`src/hdl/dfgr_pkg.sv`:
```
// package: constants and types for the fine granularity refresh block
package dfgr_pkg;

  // granularity field codes
  localparam logic [2:0] GRAN_FIXED_1X = 3'h0;
  localparam logic [2:0] GRAN_FIXED_2X = 3'h1;
  localparam logic [2:0] GRAN_FIXED_4X = 3'h2;
  localparam logic [2:0] GRAN_DYN_12   = 3'h5;
  localparam logic [2:0] GRAN_DYN_14   = 3'h6;
  localparam logic [2:0] GRAN_RESET    = GRAN_FIXED_1X;

  // register byte offsets on the bus
  localparam logic [11:0] OFS_CTRL   = 12'h000;
  localparam logic [11:0] OFS_CMD    = 12'h004;
  localparam logic [11:0] OFS_STATUS = 12'h008;
  localparam logic [11:0] OFS_COUNT  = 12'h00C;

  // control register fields
  localparam int CTRL_GRAN_LSB = 6;
  localparam int CTRL_TCR_BIT  = 9;
  // command register fields (write only, self clearing)
  localparam int CMD_REF_BIT   = 0;
  localparam int CMD_BG0_BIT   = 1;
  localparam int CMD_SRE_BIT   = 2;
  localparam int CMD_SRX_BIT   = 3;

  // timing
  localparam int CLK_PERIOD_PS = 8000;
  localparam int TRFC1_NS      = 260;
  localparam int TRFC2_NS      = 160;
  localparam int TRFC4_NS      = 110;
  localparam int TRFC1_CYC     = (TRFC1_NS * 1000 + CLK_PERIOD_PS - 1) / CLK_PERIOD_PS;
  localparam int TRFC2_CYC     = (TRFC2_NS * 1000 + CLK_PERIOD_PS - 1) / CLK_PERIOD_PS;
  localparam int TRFC4_CYC     = (TRFC4_NS * 1000 + CLK_PERIOD_PS - 1) / CLK_PERIOD_PS;
  localparam int TREFI_BASE_NS = 7800;
  localparam int TREFI_BASE_CYC = (TREFI_BASE_NS * 1000) / CLK_PERIOD_PS;
  localparam int CNT_W         = 16;

  typedef enum logic [1:0] {
    DFGR_RATE_1X = 2'b00,
    DFGR_RATE_2X = 2'b01,
    DFGR_RATE_4X = 2'b10
  } dfgr_rate_type;

  typedef enum logic [1:0] {
    DFGR_IDLE = 2'b00,
    DFGR_BUSY = 2'b01,
    DFGR_SELF = 2'b10
  } dfgr_state_type;

endpackage

```
`src/hdl/dfgr_rate_decode.sv`:
```
// rate selection from granularity field and bg0
`timescale 1ns/10ps
module dfgr_rate_decode
  import dfgr_pkg::*;
(
  // selection inputs
  input  wire logic [2:0]    gran,
  input  wire logic          bg0,
  // decoded outputs
  output dfgr_rate_type      rate,
  output logic               dynamic,
  output logic               reserved
);

  always_comb begin
    dynamic  = 1'b0;
    reserved = 1'b0;
    rate     = DFGR_RATE_1X;
    case (gran)
      GRAN_FIXED_1X: rate = DFGR_RATE_1X;
      GRAN_FIXED_2X: rate = DFGR_RATE_2X;
      GRAN_FIXED_4X: rate = DFGR_RATE_4X;
      GRAN_DYN_12: begin
        dynamic = 1'b1;
        rate    = bg0 ? DFGR_RATE_2X : DFGR_RATE_1X;
      end
      GRAN_DYN_14: begin
        dynamic = 1'b1;
        rate    = bg0 ? DFGR_RATE_4X : DFGR_RATE_1X;
      end
      default: begin
        reserved = 1'b1;
        rate     = DFGR_RATE_1X;
      end
    endcase
  end

endmodule

```
`src/hdl/dfgr_top.sv`:
```
// fine granularity refresh engine with apb register access
`timescale 1ns/10ps

module dfgr_top
  import dfgr_pkg::*;
(
  // clock and reset
  input  wire logic          pclk,
  input  wire logic          presetn,
  // apb slave
  input  wire logic          psel,
  input  wire logic          penable,
  input  wire logic          pwrite,
  input  wire logic [11:0]   paddr,
  input  wire logic [31:0]   pwdata,
  input  wire logic [3:0]    pstrb,
  output logic [31:0]        prdata,
  output logic               pready,
  output logic               pslverr,
  // refresh engine status
  output logic               refresh_busy,
  output logic               self_refresh
);

  logic [2:0]           granularity_field;
  logic                 temperature_controlled_refresh;
  dfgr_rate_type        cur_rate;
  dfgr_state_type       state;
  logic [8:0]           busy_cnt;
  logic [5:0]           frac_cnt;
  logic [1:0]           extra_needed;
  logic [CNT_W-1:0]     ref_total;
  logic                 reserved_seen;
  logic                 rate_violation;

  dfgr_rate_type        dec_rate;
  logic                 dec_dynamic;
  logic                 dec_reserved;
  logic                 cmd_bg0;

  logic                 wr_en;
  logic                 rd_en;
  logic                 hit;
  logic                 do_ref;
  logic                 do_sre;
  logic                 do_srx;
  logic                 ctrl_wr;
  logic [8:0]           next_busy;
  logic                 rate_change;

  assign cmd_bg0 = pwdata[CMD_BG0_BIT];

  dfgr_rate_decode u_decode (
    .gran     (granularity_field),
    .bg0      (cmd_bg0),
    .rate     (dec_rate),
    .dynamic  (dec_dynamic),
    .reserved (dec_reserved)
  );

  // bus decode: zero wait state, error on unmapped address
  assign hit = (paddr == OFS_CTRL) || (paddr == OFS_CMD) ||
               (paddr == OFS_STATUS) || (paddr == OFS_COUNT);
  assign pready  = 1'b1;
  assign pslverr = psel && penable && !hit;
  assign wr_en   = psel && penable && pwrite && hit;
  assign rd_en   = psel && !penable && !pwrite;
  assign ctrl_wr = wr_en && (paddr == OFS_CTRL) && pstrb[0] && pstrb[1];

  // commands are refused while a refresh is in progress
  assign do_ref = wr_en && (paddr == OFS_CMD) && pstrb[0] && pwdata[CMD_REF_BIT] &&
                  (state == DFGR_IDLE);
  assign do_sre = wr_en && (paddr == OFS_CMD) && pstrb[0] && pwdata[CMD_SRE_BIT] &&
                  (state == DFGR_IDLE);
  assign do_srx = wr_en && (paddr == OFS_CMD) && pstrb[0] && pwdata[CMD_SRX_BIT] &&
                  (state == DFGR_SELF);

  // effective rate change ignores fixed/dynamic swap at same rate
  always_comb begin
    rate_change = 1'b0;
    if (ctrl_wr) begin
      case (pwdata[CTRL_GRAN_LSB +: 3])
        GRAN_FIXED_2X: rate_change = (cur_rate != DFGR_RATE_2X);
        GRAN_FIXED_4X: rate_change = (cur_rate != DFGR_RATE_4X);
        GRAN_FIXED_1X: rate_change = (cur_rate != DFGR_RATE_1X);
        GRAN_DYN_12:   rate_change = (cur_rate == DFGR_RATE_4X);
        GRAN_DYN_14:   rate_change = (cur_rate == DFGR_RATE_2X);
        default:       rate_change = 1'b1;
      endcase
    end
  end

  // mode register, reset to fixed 1x
  always_ff @(posedge pclk or negedge presetn) begin
    if (!presetn) begin
      granularity_field              <= GRAN_RESET;
      temperature_controlled_refresh <= 1'b0;
    end else if (ctrl_wr) begin
      granularity_field              <= pwdata[CTRL_GRAN_LSB +: 3];
      temperature_controlled_refresh <= pwdata[CTRL_TCR_BIT];
    end
  end

  // rate follows the issuing refresh or the mode write
  always_ff @(posedge pclk or negedge presetn) begin
    if (!presetn) begin
      cur_rate <= DFGR_RATE_1X;
    end else if (do_ref) begin
      cur_rate <= dec_rate;
    end else if (ctrl_wr) begin
      case (pwdata[CTRL_GRAN_LSB +: 3])
        GRAN_FIXED_2X: cur_rate <= DFGR_RATE_2X;
        GRAN_FIXED_4X: cur_rate <= DFGR_RATE_4X;
        GRAN_DYN_12, GRAN_DYN_14: cur_rate <= cur_rate;
        default:       cur_rate <= DFGR_RATE_1X;
      endcase
    end
  end

  // refresh cycle time chosen from the rate of this refresh
  always_comb begin
    case (dec_rate)
      DFGR_RATE_2X: next_busy = 9'(TRFC2_CYC);
      DFGR_RATE_4X: next_busy = 9'(TRFC4_CYC);
      default:      next_busy = 9'(TRFC1_CYC);
    endcase
  end

  // engine state
  always_ff @(posedge pclk or negedge presetn) begin
    if (!presetn) begin
      state    <= DFGR_IDLE;
      busy_cnt <= 9'h000;
    end else begin
      case (state)
        DFGR_IDLE: begin
          if (do_ref) begin
            state    <= DFGR_BUSY;
            busy_cnt <= next_busy - 9'h001;
          end else if (do_sre) begin
            state <= DFGR_SELF;
          end
        end
        DFGR_BUSY: begin
          if (busy_cnt == 9'h000) begin
            state <= DFGR_IDLE;
          end else begin
            busy_cnt <= busy_cnt - 9'h001;
          end
        end
        DFGR_SELF: begin
          if (do_srx) begin
            state <= DFGR_IDLE;
          end
        end
        default: state <= DFGR_IDLE;
      endcase
    end
  end

  // fractional-rate refresh count, cleared by rate-changing mode write, 1x refresh, exit
  always_ff @(posedge pclk or negedge presetn) begin
    if (!presetn) begin
      frac_cnt <= 6'h00;
    end else if (rate_change || do_srx) begin
      frac_cnt <= 6'h00;
    end else if (do_ref) begin
      if (dec_rate == DFGR_RATE_1X) begin
        frac_cnt <= 6'h00;
      end else begin
        frac_cnt <= frac_cnt + 6'h01;
      end
    end
  end

  // extra refreshes owed after exit, latched at entry
  always_ff @(posedge pclk or negedge presetn) begin
    if (!presetn) begin
      extra_needed <= 2'h0;
    end else if (do_sre) begin
      if (cur_rate == DFGR_RATE_2X && frac_cnt[0]) begin
        extra_needed <= 2'h1;
      end else if (cur_rate == DFGR_RATE_4X && frac_cnt[1:0] != 2'h0) begin
        extra_needed <= 2'h2;
      end else begin
        extra_needed <= 2'h0;
      end
    end else if (do_ref && extra_needed != 2'h0 && dec_rate == DFGR_RATE_1X) begin
      extra_needed <= 2'h0;
    end
  end

  // sticky diagnostics: reserved code, rate not permitted, tcr misuse
  always_ff @(posedge pclk or negedge presetn) begin
    if (!presetn) begin
      reserved_seen  <= 1'b0;
      rate_violation <= 1'b0;
    end else begin
      if (do_ref && dec_reserved) begin
        reserved_seen <= 1'b1;
      end else if (wr_en && paddr == OFS_STATUS && pwdata[0]) begin
        reserved_seen <= 1'b0;
      end
      if ((do_ref && !dec_dynamic && dec_rate != cur_rate && granularity_field[2]) ||
          (temperature_controlled_refresh && granularity_field != GRAN_FIXED_1X)) begin
        rate_violation <= 1'b1;
      end else if (wr_en && paddr == OFS_STATUS && pwdata[1]) begin
        rate_violation <= 1'b0;
      end
    end
  end

  // total refresh count for software accounting
  always_ff @(posedge pclk or negedge presetn) begin
    if (!presetn) begin
      ref_total <= '0;
    end else if (do_ref) begin
      ref_total <= ref_total + CNT_W'(1);
    end
  end

  // read data registered during setup phase
  always_ff @(posedge pclk or negedge presetn) begin
    if (!presetn) begin
      prdata <= 32'h00000000;
    end else if (rd_en) begin
      case (paddr)
        OFS_CTRL:   prdata <= {22'h000000, temperature_controlled_refresh,
                               granularity_field, 6'h00};
        OFS_STATUS: prdata <= {16'h0000, 2'h0, frac_cnt, extra_needed, cur_rate,
                               state, reserved_seen, rate_violation};
        OFS_COUNT:  prdata <= {{(32 - CNT_W){1'b0}}, ref_total};
        default:    prdata <= 32'h00000000;
      endcase
    end
  end

  assign refresh_busy = (state == DFGR_BUSY);
  assign self_refresh = (state == DFGR_SELF);

  // assertions
  // busy drops one cycle after the loaded count has run out
  localparam int TAIL1_CYC = TRFC1_CYC - 7;
  localparam int TAIL4_CYC = TRFC4_CYC;
endmodule

```
`config.mk`:
```
export PLATFORM = sky130hd
export DESIGN_NAME = dfgr_top
export DESIGN_NICKNAME = d
export VERILOG_FILES = /design/src/hdl/dfgr_pkg.sv /design/src/hdl/dfgr_rate_decode.sv /design/src/hdl/dfgr_top.sv
export SDC_FILE = /design/constraint.sdc
export NUM_CORES = 1
export LEC_CHECK = 0
export ABC_AREA = 1
export CORE_ASPECT_RATIO = 1.2
export CORE_MARGIN = 8
export CORE_UTILIZATION = 45
export DETAILED_ROUTE_END_ITERATION = 8
export DONT_BUFFER_PORTS = 1
export GPL_ROUTABILITY_DRIVEN = 0
export PLACE_DENSITY = 0.61
export SLEW_MARGIN = 20
export SYNTH_ARGS = -nofsm -noshare
export SYNTH_HDL_FRONTEND = slang
export SYNTH_SLANG_ARGS = --single-unit
```
`constraint.sdc`:
```
create_clock -name pclk -period 6.7 [get_ports pclk]
set_input_delay 1.34 -clock pclk [delete_from_list [all_inputs] [get_ports pclk]]
set_output_delay 1.34 -clock pclk [all_outputs]
set_load 0.03 [all_outputs]
```
==> metrics.md <==
| Metric | Value |
|---|---|
| Synth Area in Simple Gates | `27.8%` |
| Placed Instance Area | `3760 um2` |
| HPWL after DPL | `6950 um` |
| Initial antenna violation count | `0` |
| Tcrit/Tclk final | `55.6%` |
| Total power | `0.000759 W` |
| Reg power frac | `47.3%` |
| Die Y | `116 um` |
| Gr ovfl total | `0` |
| Worst hold stages | `2` |
| # fillers | `810` |
| CTS root buf | `clkbuf_8` |
| Vias/cell | `5.19` |
| Layout Skew | `0.00804 ns` |
| WP data required | `5.36 ns` |
| Gr usage total | `16.4%` |
| Critical Path Sink Type | `output port` |
| Setup violators final | `0` |
| Design area | `3970 um2` |
| Switching share of power | `24.2%` |
| Post CTS Setup Buffer Count | `0` |
| Critical Path AT | `2.39 ns` |
| Met1 wire length | `3880 um` |
| Mapped Cells | `490` |
| Final hold violations | `0` |
| Leakage | `2.01 nW` |
| Core box area | `8110 um2` |
| Power per cell area | `191 nW/um2` |
| Post-CTS sizing | `0` |
| Vias in the first global route | `3,028` |
| Crit path largest cell delay | `0.46 ns` |
| Worst VDD drop | `0.000109 V` |
| Critical path launch point type | `input port` |
| FP Rows | `36` |
| Hold Crit Class | `reg2reg` |
| Sw power | `0.000184 W` |
| #FFs+latches synth | `59` |
| Clk pwr share | `45.9%` |
| Most common cell after layout, fill and taps aside | `nand2_1` |
| Max-slew violations | `0` |
| Ys Warns | `0` |
| CTS tree | `done` |
| Via count | `3,070` |
| Port bufs | `0` |
| Adder-cell share of the synthesized area | `3.33%` |
| Max-Cap Viols | `0` |
| Post-synth top flop | `dfrtp_1` |
| # IOs | `89` |
| TNS Setup | `0 ns` |
| Minimum clock period | `3.73 ns` |
| Synth Area in Compound Gates | `11.7%` |
| Worst-path clk slew | `0.06 ns` |
| Crit-path slowest cell | `nor2_1` |
| Reg2Reg Depth | `17` |
| Largest family of logic cells by synthesized area | `simple AND/OR/NAND/NOR gates` |
| Slew @ Worst Pin | `0.667 ns` |
| CTS sink cnt | `59` |
| CP cell instances | `inv_1 -> nand2_1 -> nor2_1 -> o21ai_2 -> nand2_1 -> nor2_1` |
| Cell Area, Synth | `3760 um2` |
| DR WL met2 | `4330 um` |
| DRT iter0 DRCs | `149` |
| Routed wire length | `9030 um` |
| First-pass GRT wire length | `15,000 um` |
| Number of distinct library cells after synthesis | `41` |
| Net count, final | `554` |
| Die Wd | `99.5 um` |
| Sequential share of the synthesized area | `39.3%` |
| WL per Instance | `15.3 um` |
| Combinational power share | `6.8%` |
| Wire length on met3 | `616 um` |
| Hold-fix buffers, CTS | `0` |
| Clock Latency Late Sink | `0.34 ns` |
| Avg Cell Area, Syn | `7.68 um2` |
| Syn-to-layout area delta | `5.59%` |
| Post-synth EDFFs | `0` |
| Longest Clk Path Bufs | `2` |
| Status | `completed` |
| Most frequent cells in the layout | `nand2_1, inv_1, dfrtp_1` |
| Number of detailed-route iterations in the first pass | `4` |
| Total die area | `11,600 um2` |
| Starting Density | `46.4%` |
| H-Tree Depth | `3` |
| RSZ-0062 raised after global routing | `no` |
| Internal power | `0.000576 W` |
| FMAX | `268 MHz` |
| Largest net degree at the start of global routing | `60` |
| Routed Antenna Nets | `0` |
| Slew margin rel. | `55.4%` |
| Max FO, Critical Path | `4` |
| Mux cell area share after synthesis | `0%` |
| Async SR Flop Fraction | `100%` |
| DRC Markers | `0` |
| Top sig layer | `met4` |
| N_diodes | `0` |
| Synth Area in XOR/XNOR | `5.59%` |
| Layout cells sized above 1 | `8.27%` |
| Critical path class | `in2out` |
| Cts bufs inserted | `9` |
## per-layer routing
| layer | vias up | track usage, % |
|---|---|---|
| met4 | 0 | 7.28 |
| met5 | - | 0 |
| met3 | 16 | 3.52 |
| li1 | 1555 | - |
| met2 | 74 | 27.7 |
| met1 | 1425 | 19.8 |
## path summary, 6_finish.rpt
path                                 startpoint  slack (ns)                    to
max                                    paddr[0]        2.97               pslverr
min                                 busy_cnt[1]        0.49           busy_cnt[1]
max reg2reg                granularity_field[0]        3.77           busy_cnt[8]
min reg2reg                         busy_cnt[1]        0.49           busy_cnt[1]
max in group asynchronous               presetn        5.89  granularity_field[2]
min in group asynchronous               presetn        0.69             prdata[8]
## synthesized netlist by cell type, types with 3 or more instances
cell / number / area (um2)
nand2_1: 104 / 390
inv_1: 69 / 259
dfrtp_1: 59 / 1480
nor2_1: 42 / 158
nand3_1: 33 / 165
o21ai_0: 30 / 150
xor2_1: 24 / 210
buf_4: 17 / 128
nor3_1: 13 / 65.1
a22o_1: 10 / 87.6
ha_1: 10 / 125
o21ai_1: 10 / 50.1
nand4_1: 9 / 56.3
o22ai_1: 7 / 43.8
nor2_2: 5 / 31.3
buf_2: 4 / 20.0
o211ai_1: 4 / 30.0
a21oi_1: 3 / 15.0
clkbuf_1: 3 / 11.3
inv_2: 3 / 11.3
nand2_2: 3 / 18.8
nor2_4: 3 / 33.8
## critical path: cells and delay by family
kind | cells | cell delay (ns)
buffers and inverters | 1 | 0.02
and+or+nand+nor | 4 | 0.83
AOI/OAI and AO/OA | 1 | 0.20
## flip-flops by register name, indices dropped and copies added (netlist names)
signal                          flops
granularity_field                   3
reserved_seen                       1
ref_total                          16
rate_violation                      1
prdata                             16
cur_rate                            2
extra_needed                        2
state                               2
temperature_controlled_refresh      1
frac_cnt                            6
busy_cnt                            9
## cell type report
class	count	area (um2)	share of cell area, %
clock buffer	11	131	3.31
clock inverter	5	77.6	1.95
inverter	73	274	6.90
multi-input combinational	347	1890	47.5
sequential	59	1480	37.2
tap	95	119	2.99
timing repair buffer	1	7.51	0.189
## power groups by stage
stage / logic (W) / clock network, W / registers, W
3_5_place_dp: 0.0000516 / 0 / 0.000366
3_3_place_gp: 0.0000506 / 0 / 0.000366
2_1_floorplan: 0.0000497 / 0 / 0.000366
4_1_cts: 0.0000516 / 0.000356 / 0.000359
6_report: 0.0000515 / 0.000349 / 0.000359
5_1_grt: 0.0000575 / 0.000373 / 0.000359
## stage by stage
stage / hold WS [ns] / util (%) / std cells / worst slack [ns]
finish: 0.489 / 49.0 / 591 / 2.97
global route: 0.525 / 49.0 / 591 / 2.90
CTS: 0.496 / 49.0 / 591 / 2.97
detailed placement: 0.480 / 46.4 / 575 / 2.97
global placement: 0.475 / 46.4 / 575 / 2.97
floorplan: 0.459 / - / 505 / 3.09
## cell families after synthesis
kind of cell	count (synthesis)
AND/OR/NAND/NOR	224
buffers and inverters	99
AO/OA/AOI/OAI	72
flip-flops	59
XOR/XNOR	24
adder cells (fa/ha/maj)	10
other	2
(Power assumes the default switching activity.)
